`src/ddr3_mode_map.vh`:
```
// Purpose: Constants for the DDR3 mode-register and calibration-register block.
// Assumes: Included by bare name; definitions only.
// Notes: Bit positions refer to the address bus captured by a mode-register-set command.
`ifndef DDR3_MODE_MAP_VH
`define DDR3_MODE_MAP_VH

// ----------------------------------------
// Mode register storage
// ----------------------------------------
`define MR_W 14
`define MR_RST 14'h0000
`define BA_MR1 3'h1
`define BA_MR2 3'h2
`define BA_MR3 3'h3

// ----------------------------------------
// Command codes {ras_n, cas_n, we_n}
// ----------------------------------------
`define CMD_MRS 3'h0
`define CMD_WRITE 3'h4
`define CMD_READ 3'h5

// ----------------------------------------
// Register one fields
// ----------------------------------------
`define MR1_QOFF 12
`define MR1_RTT_HI 9
`define MR1_WLEV 7
`define MR1_RTT_MID 6
`define MR1_AL_HI 4
`define MR1_AL_LO 3
`define MR1_RTT_LO 2

// ----------------------------------------
// Register two and three fields
// ----------------------------------------
`define MR2_RTTWR_HI 10
`define MR2_RTTWR_LO 9
`define MR2_SRT 7
`define MR2_ASR 6
`define MR2_CWL_HI 5
`define MR2_CWL_LO 3
`define MR3_MPR_EN 2
`define MR3_SEL_HI 1
`define MR3_SEL_LO 0

// ----------------------------------------
// Encodings
// ----------------------------------------
`define AL_ZERO 2'h0
`define AL_CL1 2'h1
`define AL_CL2 2'h2
`define AL_CL1_OFS 5'h01
`define AL_CL2_OFS 5'h02
`define CWL_BASE 5'h05
`define ODT_LAT_OFS 5'h02
`define RTT_NOM_OFF 3'h0
`define RTT_NOM_E1 3'h1
`define RTT_NOM_E2 3'h2
`define RTT_NOM_E3 3'h3
`define RTT_NOM_E4 3'h4
`define RTT_NOM_E5 3'h5
`define RTT_WR_OFF 2'h0
`define RTT_WR_E1 2'h1
`define RTT_WR_E2 2'h2
`define DIV_OFF 4'h0
`define DIV_2 4'h2
`define DIV_3 4'h3
`define DIV_4 4'h4
`define DIV_6 4'h6
`define DIV_8 4'h8
`define DIV_12 4'hc
`define MPR_SEL_PATTERN 2'h0
`define MPR_PATTERN 8'haa
`define MPR_RFU_DATA 8'h00

// ----------------------------------------
// Pipelines and bursts
// ----------------------------------------
`define PIPE_W 32
`define BEATS_LEFT 4'h7
`define LAT_ZERO 5'h00
`define LAT_ONE 5'h01

`endif

```
`src/ddr3_mode_regs.v`:
```
// Purpose: Mode-register functions of a DDR3 memory device: termination, latency,
//          write leveling, self-refresh rate and calibration-register reads.
// Assumes: clock_i at 40 MHz oversamples the controller clock ck_i and all pins.
// Notes: One data lane; a burst beat is taken or driven on each ck_i edge.
// Notes on behaviour
// - Register-one bit 12 low tristates data outputs
// - Nominal termination code picks RZQ divisor
// - Write termination replaces nominal during writes
// - Termination pin delayed by on/off latency
// - Register-one bit 7 enables write leveling
// - Additive latency zero, CL-1 or CL-2
// - Early commands held AL cycles internally
// - Read latency AL+CL, write latency AL+CWL
// - Register-two bits 5:3 give CWL
// - Auto self-refresh scales rate with temperature
// - Self-refresh temperature mode forces double rate
// - Nonzero write-termination code enables dynamic termination
// - Dynamic termination only in writes, not leveling
// - Register-three bit 2 enables calibration register
// - Reads return calibration data while enabled
// - Calibration pattern alternates starting with zero
// - Bank address picks target mode register
`timescale 1ns/1ps
`default_nettype none
`include "ddr3_mode_map.vh"

module ddr3_mode_regs (
   input wire clock_i,
   input wire rstn_i,
   input wire ck_i,
   input wire cs_n_i,
   input wire ras_n_i,
   input wire cas_n_i,
   input wire we_n_i,
   input wire [2:0] ba_i,
   input wire [13:0] addr_i,
   input wire odt_i,
   input wire dq_i,
   input wire [3:0] cas_latency_i,
   input wire temp_hot_i,
   input wire [7:0] array_rdata_i,
   output wire dq_o,
   output wire dq_oe_n_o,
   output wire rd_release_o,
   output wire wr_release_o,
   output wire [7:0] wr_data_o,
   output wire wr_data_valid_o,
   output wire [3:0] rtt_div_o,
   output wire dyn_odt_o,
   output wire wr_level_o,
   output wire outputs_off_o,
   output wire mpr_on_o,
   output wire sr_rate_2x_o,
   output wire [4:0] rl_o,
   output wire [4:0] wl_o
);

   // ----------------------------------------
   // Functions
   // ----------------------------------------
   function [4:0] al_cycles;
      input [1:0] code;
      input [3:0] cl;
      begin
         case (code)
            `AL_CL1: al_cycles = {1'b0, cl} - `AL_CL1_OFS;
            `AL_CL2: al_cycles = {1'b0, cl} - `AL_CL2_OFS;
            default: al_cycles = `LAT_ZERO;
         endcase
      end
   endfunction

   // Latency tap: zero means the command edge itself
   function tap;
      input [`PIPE_W-1:0] vec;
      input [4:0] n;
      input cur;
      begin
         if (n == `LAT_ZERO) begin
            tap = cur;
         end else begin
            tap = vec[n - `LAT_ONE];
         end
      end
   endfunction

   function [3:0] nom_div;
      input [2:0] code;
      begin
         case (code)
            `RTT_NOM_E1: nom_div = `DIV_4;
            `RTT_NOM_E2: nom_div = `DIV_3;
            `RTT_NOM_E3: nom_div = `DIV_6;
            `RTT_NOM_E4: nom_div = `DIV_12;
            `RTT_NOM_E5: nom_div = `DIV_8;
            default: nom_div = `DIV_OFF;
         endcase
      end
   endfunction

   // ----------------------------------------
   // Reset release and pin synchronisers
   // ----------------------------------------
   reg rst_meta_reg;
   reg rst_n_reg;
   always @(posedge clock_i or negedge rstn_i) begin
      if (!rstn_i) begin
         rst_meta_reg <= 1'b0;
         rst_n_reg <= 1'b0;
      end else begin
         rst_meta_reg <= 1'b1;
         rst_n_reg <= rst_meta_reg;
      end
   end

   localparam SW = 24;
   wire [SW-1:0] pins_in;
   assign pins_in = {ck_i, cs_n_i, ras_n_i, cas_n_i, we_n_i, odt_i, dq_i, ba_i, addr_i};
   reg [SW-1:0] s1_reg;
   reg [SW-1:0] s2_reg;
   reg ck_prev_reg;
   always @(posedge clock_i or negedge rst_n_reg) begin
      if (!rst_n_reg) begin
         s1_reg <= {SW{1'b0}};
         s2_reg <= {SW{1'b0}};
         ck_prev_reg <= 1'b0;
      end else begin
         s1_reg <= pins_in;
         s2_reg <= s1_reg;
         ck_prev_reg <= s2_reg[SW-1];
      end
   end

   wire ck_s;
   wire cs_n_s;
   wire ras_n_s;
   wire cas_n_s;
   wire we_n_s;
   wire odt_s;
   wire dq_s;
   wire [2:0] ba_s;
   wire [13:0] addr_s;
   assign {ck_s, cs_n_s, ras_n_s, cas_n_s, we_n_s, odt_s, dq_s, ba_s, addr_s} = s2_reg;

   wire rise = ck_s & ~ck_prev_reg;
   wire fall = ~ck_s & ck_prev_reg;
   wire edge_any = rise | fall;

   // ----------------------------------------
   // Command decode and mode registers
   // ----------------------------------------
   wire cmd_ok = rise & ~cs_n_s;
   wire [2:0] cmd = {ras_n_s, cas_n_s, we_n_s};
   wire is_mrs = cmd_ok & (cmd == `CMD_MRS);
   wire is_rd = cmd_ok & (cmd == `CMD_READ);
   wire is_wr = cmd_ok & (cmd == `CMD_WRITE);

   reg [`MR_W-1:0] mr1_reg;
   reg [`MR_W-1:0] mr2_reg;
   reg [`MR_W-1:0] mr3_reg;
   // Only a new load changes a register; the base register is served elsewhere
   always @(posedge clock_i or negedge rst_n_reg) begin
      if (!rst_n_reg) begin
         mr1_reg <= `MR_RST;
         mr2_reg <= `MR_RST;
         mr3_reg <= `MR_RST;
      end else if (is_mrs) begin
         if (ba_s == `BA_MR1) begin
            mr1_reg <= addr_s;
         end else if (ba_s == `BA_MR2) begin
            mr2_reg <= addr_s;
         end else if (ba_s == `BA_MR3) begin
            mr3_reg <= addr_s;
         end
      end
   end

   // ----------------------------------------
   // Latencies
   // ----------------------------------------
   wire [4:0] al = al_cycles(mr1_reg[`MR1_AL_HI:`MR1_AL_LO], cas_latency_i);
   wire [4:0] cwl = `CWL_BASE + {2'b00, mr2_reg[`MR2_CWL_HI:`MR2_CWL_LO]};
   wire [4:0] rl = al + {1'b0, cas_latency_i};
   wire [4:0] wl = al + cwl;
   wire [4:0] odt_lat = wl - `ODT_LAT_OFS;

   reg [`PIPE_W-1:0] rd_pipe_reg;
   reg [`PIPE_W-1:0] wr_pipe_reg;
   reg [`PIPE_W-1:0] odt_pipe_reg;
   always @(posedge clock_i or negedge rst_n_reg) begin
      if (!rst_n_reg) begin
         rd_pipe_reg <= {`PIPE_W{1'b0}};
         wr_pipe_reg <= {`PIPE_W{1'b0}};
         odt_pipe_reg <= {`PIPE_W{1'b0}};
      end else if (rise) begin
         rd_pipe_reg <= {rd_pipe_reg[`PIPE_W-2:0], is_rd};
         wr_pipe_reg <= {wr_pipe_reg[`PIPE_W-2:0], is_wr};
         odt_pipe_reg <= {odt_pipe_reg[`PIPE_W-2:0], odt_s};
      end
   end

   // Posted commands leave the pipe after AL controller cycles
   wire rd_release = rise & tap(rd_pipe_reg, al, is_rd);
   wire wr_release = rise & tap(wr_pipe_reg, al, is_wr);
   wire rd_start = rise & tap(rd_pipe_reg, rl, is_rd);
   wire wr_start = rise & tap(wr_pipe_reg, wl, is_wr);

   // ----------------------------------------
   // Read burst and calibration register
   // ----------------------------------------
   wire mpr_on = mr3_reg[`MR3_MPR_EN];
   wire [1:0] mpr_sel = mr3_reg[`MR3_SEL_HI:`MR3_SEL_LO];
   wire [7:0] mpr_data = (mpr_sel == `MPR_SEL_PATTERN) ? `MPR_PATTERN : `MPR_RFU_DATA;
   wire [7:0] rd_src = mpr_on ? mpr_data : array_rdata_i;

   reg [7:0] rd_buf_reg;
   reg [3:0] rd_left_reg;
   reg rd_drive_reg;
   reg dq_reg;
   always @(posedge clock_i or negedge rst_n_reg) begin
      if (!rst_n_reg) begin
         rd_buf_reg <= 8'h00;
         rd_left_reg <= 4'h0;
         rd_drive_reg <= 1'b0;
         dq_reg <= 1'b0;
      end else if (rd_start) begin
         dq_reg <= rd_src[0];
         rd_buf_reg <= {1'b0, rd_src[7:1]};
         rd_left_reg <= `BEATS_LEFT;
         rd_drive_reg <= 1'b1;
      end else if (edge_any) begin
         if (rd_left_reg != 4'h0) begin
            dq_reg <= rd_buf_reg[0];
            rd_buf_reg <= {1'b0, rd_buf_reg[7:1]};
            rd_left_reg <= rd_left_reg - 4'h1;
         end else begin
            rd_drive_reg <= 1'b0;
         end
      end
   end

   // ----------------------------------------
   // Write burst capture
   // ----------------------------------------
   reg [7:0] wr_buf_reg;
   reg [3:0] wr_left_reg;
   reg [7:0] wr_data_reg;
   reg wr_valid_reg;
   always @(posedge clock_i or negedge rst_n_reg) begin
      if (!rst_n_reg) begin
         wr_buf_reg <= 8'h00;
         wr_left_reg <= 4'h0;
         wr_data_reg <= 8'h00;
         wr_valid_reg <= 1'b0;
      end else begin
         wr_valid_reg <= 1'b0;
         if (wr_start) begin
            wr_buf_reg <= {dq_s, wr_buf_reg[7:1]};
            wr_left_reg <= `BEATS_LEFT;
         end else if (edge_any && wr_left_reg != 4'h0) begin
            wr_buf_reg <= {dq_s, wr_buf_reg[7:1]};
            wr_left_reg <= wr_left_reg - 4'h1;
            if (wr_left_reg == 4'h1) begin
               wr_data_reg <= {dq_s, wr_buf_reg[7:1]};
               wr_valid_reg <= 1'b1;
            end
         end
      end
   end

   // ----------------------------------------
   // Termination and mode outputs
   // ----------------------------------------
   wire [2:0] nom_code = {mr1_reg[`MR1_RTT_HI], mr1_reg[`MR1_RTT_MID], mr1_reg[`MR1_RTT_LO]};
   wire [1:0] wr_code = mr2_reg[`MR2_RTTWR_HI:`MR2_RTTWR_LO];
   wire nom_en = nom_code != `RTT_NOM_OFF;
   wire dyn_en = wr_code != `RTT_WR_OFF;
   wire wlev = mr1_reg[`MR1_WLEV];
   wire wr_busy = wr_start | (wr_left_reg != 4'h0);
   wire [3:0] wr_div = (wr_code == `RTT_WR_E1) ? `DIV_4 :
                       (wr_code == `RTT_WR_E2) ? `DIV_2 : `DIV_OFF;

   reg term_on_reg;
   reg [3:0] rtt_reg;
   reg dyn_reg;
   reg rd_rel_reg;
   reg wr_rel_reg;
   reg [4:0] rl_reg;
   reg [4:0] wl_reg;
   reg sr2x_reg;
   always @(posedge clock_i or negedge rst_n_reg) begin
      if (!rst_n_reg) begin
         term_on_reg <= 1'b0;
         rtt_reg <= `DIV_OFF;
         dyn_reg <= 1'b0;
         rd_rel_reg <= 1'b0;
         wr_rel_reg <= 1'b0;
         rl_reg <= `LAT_ZERO;
         wl_reg <= `LAT_ZERO;
         sr2x_reg <= 1'b0;
      end else begin
         if (rise) begin
            term_on_reg <= tap(odt_pipe_reg, odt_lat, odt_s);
         end
         // Write leveling keeps the nominal value only
         if (wr_busy && dyn_en && !wlev) begin
            rtt_reg <= wr_div;
            dyn_reg <= 1'b1;
         end else if (term_on_reg && nom_en && !rd_drive_reg) begin
            rtt_reg <= nom_div(nom_code);
            dyn_reg <= 1'b0;
         end else begin
            rtt_reg <= `DIV_OFF;
            dyn_reg <= 1'b0;
         end
         rd_rel_reg <= rd_release;
         wr_rel_reg <= wr_release;
         rl_reg <= rl;
         wl_reg <= wl;
         sr2x_reg <= mr2_reg[`MR2_SRT] | (mr2_reg[`MR2_ASR] & temp_hot_i);
      end
   end

   // ----------------------------------------
   // Outputs
   // ----------------------------------------
   // Bit 12 low means the drivers stay off, even during a read burst
   assign dq_oe_n_o = ~(rd_drive_reg & mr1_reg[`MR1_QOFF]);
   assign outputs_off_o = ~mr1_reg[`MR1_QOFF];
   assign dq_o = dq_reg;
   assign rd_release_o = rd_rel_reg;
   assign wr_release_o = wr_rel_reg;
   assign wr_data_o = wr_data_reg;
   assign wr_data_valid_o = wr_valid_reg;
   assign rtt_div_o = rtt_reg;
   assign dyn_odt_o = dyn_reg;
   assign wr_level_o = wlev;
   assign mpr_on_o = mpr_on;
   assign sr_rate_2x_o = sr2x_reg;
   assign rl_o = rl_reg;
   assign wl_o = wl_reg;

endmodule // ddr3_mode_regs

`default_nettype wire

```
`config.mk`:
```
export PLATFORM = sky130hd
export DESIGN_NAME = ddr3_mode_regs
export DESIGN_NICKNAME = d
export VERILOG_FILES = /design/src/ddr3_mode_regs.v
export VERILOG_INCLUDE_DIRS = /design/src /design/src/src
export SDC_FILE = /design/constraint.sdc
export NUM_CORES = 1
export LEC_CHECK = 0
export CORE_ASPECT_RATIO = 0.7
export CORE_MARGIN = 8
export CORE_UTILIZATION = 40
export CTS_CLUSTER_SIZE = 12
export DETAILED_ROUTE_END_ITERATION = 8
export DONT_BUFFER_PORTS = 1
export PLACE_DENSITY = 0.64
export SYNTH_ARGS = -nofsm -noshare
export SYNTH_HDL_FRONTEND = slang
export SYNTH_SLANG_ARGS = --single-unit
```
`constraint.sdc`:
```
create_clock -name clock_i -period 7.3 [get_ports clock_i]
set_input_delay 0.365 -clock clock_i [delete_from_list [all_inputs] [get_ports clock_i]]
set_output_delay 0.365 -clock clock_i [all_outputs]
set_load 0.02 [all_outputs]
```
==> impl_metrics.env <==
export IMPL_synth_top_area_share_pct=52.56
export IMPL_status="completed"
export IMPL_ys_async_sr_fraction_pct=100.0
export IMPL_path_common_cell="ha_1"
export IMPL_cp_top_family="adder cells"
export IMPL_worst_path_max_delay_cell="mux4_2"
export IMPL_final_min_clock_period_ns=5.367
export IMPL_portBuffers=0
export IMPL_cts_htree_levels=1
export IMPL_seqPwrFrac_pct=49.3
export IMPL_dr_total_vias=5628
export IMPL_ctsResizeCount=0
export IMPL_die_area_sq_mm=0.03039
export IMPL_ys_warnings_count=0
export IMPL_cts_setup_buffers=0
export IMPL_setup_viol=0
export IMPL_clockPowerShare_pct=34.6
export IMPL_fp_dieH_um=148.3
export IMPL_swShare_pct=26.69
export IMPL_tightest_slew_ns=1.115
export IMPL_ys_seq_area_share_pct=52.56
export IMPL_grt_max_degree=77
export IMPL_cp_data_required_time_ns=7.68
export IMPL_synth_top_area_cell="dfrtp_1"
export IMPL_cts_buffers=22
export IMPL_netlist_area_sq_mm=0.009998
export IMPL_worstSkewPairLatency_ns=0.50
export IMPL_dr_pass1_iters=4
export IMPL_antenna_found_initial=0
export IMPL_cts_root_buffer="clkbuf_16"
export IMPL_track_usage_pct=13.02
export IMPL_intPower_mw=2.236
export IMPL_ir_drop_mv=0.1721
export IMPL_drv_slew=0
export IMPL_synth_seq_cells=210
export IMPL_cts_tree="yes"
export IMPL_num_rows=48
export IMPL_worst_path_max_fanout=15
export IMPL_netlist_instances=717
export IMPL_drive_above_1_share_pct=28.72
export IMPL_powerDensity_mw_per_mm2=271.0
export IMPL_ant_nets=0
export IMPL_ioPinCount=71
export IMPL_first_iter_violations=303
export IMPL_routed_via_density=5.226
export IMPL_finalNetCount=814
export IMPL_combPwrFrac_pct=16.1
export IMPL_start_kind="flop"
export IMPL_ctsHoldBuffers=24
export IMPL_crit_type="flop to flop"
export IMPL_wire_per_inst_um=18.07
export IMPL_path_cells="inv_1 -> ha_1 -> or2b_1 -> a21o_1 -> inv_1 -> ha_1 -> ha_1 -> ha_1 -> buf_4 -> mux4_2 -> mux2i_1 -> or3b_2 -> a21oi_1 -> a2111o_1 -> nand4_4 -> mux2_1"
export IMPL_drc=0
export IMPL_crit_buf_inv=3
export IMPL_avgSynthCellArea_sq_um=13.94
export IMPL_max_stage_delay_ns=0.53
export IMPL_synthesis_nets=787
export IMPL_fmax_mhz=186.3
export IMPL_synthToLayoutAreaGrowth_pct=12.56
export IMPL_rsz0062_at_grt="no"
export IMPL_hold_slack_ns=0.02446
export IMPL_synth_edf_count=0
export IMPL_routed_wl_um=19460
export IMPL_arrival_ns=5.75
export IMPL_initial_core_util_pct=40.60
export IMPL_synth_distinct_cells=66
export IMPL_synthTopCellsByArea="dfrtp_1 53%, mux2_2 14%, mux4_2 7.9%"
export IMPL_coreArea_sq_mm=0.02462
export IMPL_synth_main_ff_cell="dfrtp_1"
export IMPL_clk_path_buf_depth=3
export IMPL_p_leak_nw=5.297
export IMPL_cap_violations=0
export IMPL_grt_pass1_vias=5638
export IMPL_slew_headroom_pct=25.10
export IMPL_p_switching_mw=0.8141
export IMPL_place_hpwl_um=13340
export IMPL_hp_class="primary input to flop"
export IMPL_fin_crit_sh_pct=73.51
export IMPL_final_hold_violation_count=0
export IMPL_die_width_um=205.0
export IMPL_overflow=0
export IMPL_clkTransAtPathRegs_ns=0.06
export IMPL_power_mw=3.050
export IMPL_gp_congestion=0.7884
export IMPL_diodes=0
export IMPL_crit_path_end_kind="flop"
export IMPL_grt_pass1_wl_um=32100
export IMPL_cts_sinks=210
export IMPL_setup_tns_ns=0
export IMPL_clock_skew_final_ns=0.008283
export IMPL_fillers=2227
Yosys cell counts (2+ instances only):
library cell  number
nand2_2            2
xnor2_1            9
dfrtp_1          210
nor4b_1            2
nand4_1            2
xor2_1             8
ha_1              29
and2_1             7
nand2_1           30
nor2_1            22
mux2i_1           60
a21o_1             5
a21oi_1           21
a31oi_1            3
clkbuf_1          16
nor2b_1            3
a21boi_0           2
inv_1             33
o21ai_0           10
nand3_1            5
nor4_1             3
o21a_1             2
buf_2              9
fa_1               2
nand2b_1           6
a2111o_1           2
nand3b_1           5
nor3_1             6
buf_6              2
o211ai_1           3
mux2_2           122
mux4_2            35
or4_1              2
mux2_4             7
kinds of logic (layout without fill, tap and decap cells):
family / Yosys count / after routing / synth area share [%]
flip-flops: 210 / 210 / 52.56
XOR/XNOR: 19 / 19 / 1.927
multiplexers: 225 / 225 / 28.79
AO/OA/AOI/OAI: 62 / 62 / 4.430
AND/OR/NAND/NOR: 105 / 105 / 5.519
buffers and inverters: 64 / 99 / 2.703
adder cells (fa/ha/maj): 31 / 31 / 4.030
other: 1 / 1 / 0.03751
final timing paths:
kind,start,end,slack (ns),depth (start not counted)
setup / recovery,mr1_reg[4],wr_data_o[7],1.93,16
setup reg to reg,mr1_reg[4],wr_data_o[7],1.93,16
hold / removal,array_rdata_i[4],rd_buf_reg[3],0.02,2
hold reg to reg,s1_reg[22],s2_reg[22],0.34,0
min in group asynchronous,rstn_i,rst_n_reg,0.09,1
max in group asynchronous,rst_n_reg,mr3_reg[1],5.36,1
cell type report:
cell class	instances	area, sq um	share of cell area, %
clock buffers	29	628.1	5.581
clock inverters	3	40.04	0.3558
inverters	35	131.4	1.167
multi-input cells	443	4489	39.89
flip-flops and latches	210	5259	46.73
well taps	325	406.6	3.613
repair buffers	32	300.3	2.668
per-stage QoR:
step                      setup WS, ns  area (sq um)  utilization (%)  instances
after floorplan                  1.015          9998                -        717
after global placement           1.941         10350            42.02       1021
after detailed placement         1.926         10350            42.02       1021
after CTS                        1.897         11250            45.71       1077
after global routing             1.595         11250            45.71       1077
final                            1.933         11250            45.71       1077
worst register-to-register path, stage by stage, from the launching register on:
cell and delay [ns]:
dfrtp_1 0.39, inv_1 0.07, ha_1 0.28, or2b_1 0.26, a21o_1 0.20, inv_1 0.14, ha_1 0.25, ha_1 0.39
ha_1 0.34, buf_4 0.29, mux4_2 0.54, mux2i_1 0.31, or3b_2 0.48, a21oi_1 0.14, a2111o_1 0.45, nand4_4 0.33
mux2_1 0.39
placed cells by master, fill, tap and decap left out, types with 2 or more instances in the layout:
cell type        n
xnor2_1          9
dfrtp_1        209
a21boi_0         2
nor4_1           3
o21ai_0         10
and2_1           7
ha_1            28
nand2_1         30
mux2_4           7
mux2i_1         60
buf_4            8
clkbuf_1         3
inv_1           33
fa_1             2
a31oi_1          3
dlygate4sd3_1   24
nand2b_1         6
mux2_2         122
nor2b_1          3
nor4b_1          2
nand3_1          5
nand2_2          2
nor2_1          22
clkbuf_8         3
o211ai_1         3
a21o_1           5
nor3_1           6
nand3b_1         5
mux4_2          35
or4_1            2
clkinv_2         2
nand4_1          2
a21oi_1         20
xor2_1           8
clkbuf_16       23
a2111o_1         2
o21a_1           2
metal layers:
layer  wire length, um  vias up  track usage, %
li1                  -     2634               -
met1             10490     2860           21.07
met2              7683      106           17.17
met3               953       28           2.630
met4               333        0           3.066
met5                 0        -               0
power by group through the flow:
| stage | Sequential (mW) | Clock (mW) | Combinational (mW) |
|---|---|---|---|
| after detailed placement | 1.53 | 0 | 0.484 |
| final | 1.50 | 1.06 | 0.491 |
| after CTS | 1.51 | 1.09 | 0.499 |
| after floorplan | 1.49 | 0 | 0.398 |
| after global placement | 1.52 | 0 | 0.473 |
| after global routing | 1.53 | 1.14 | 0.546 |
(Power assumes the default switching activity.)
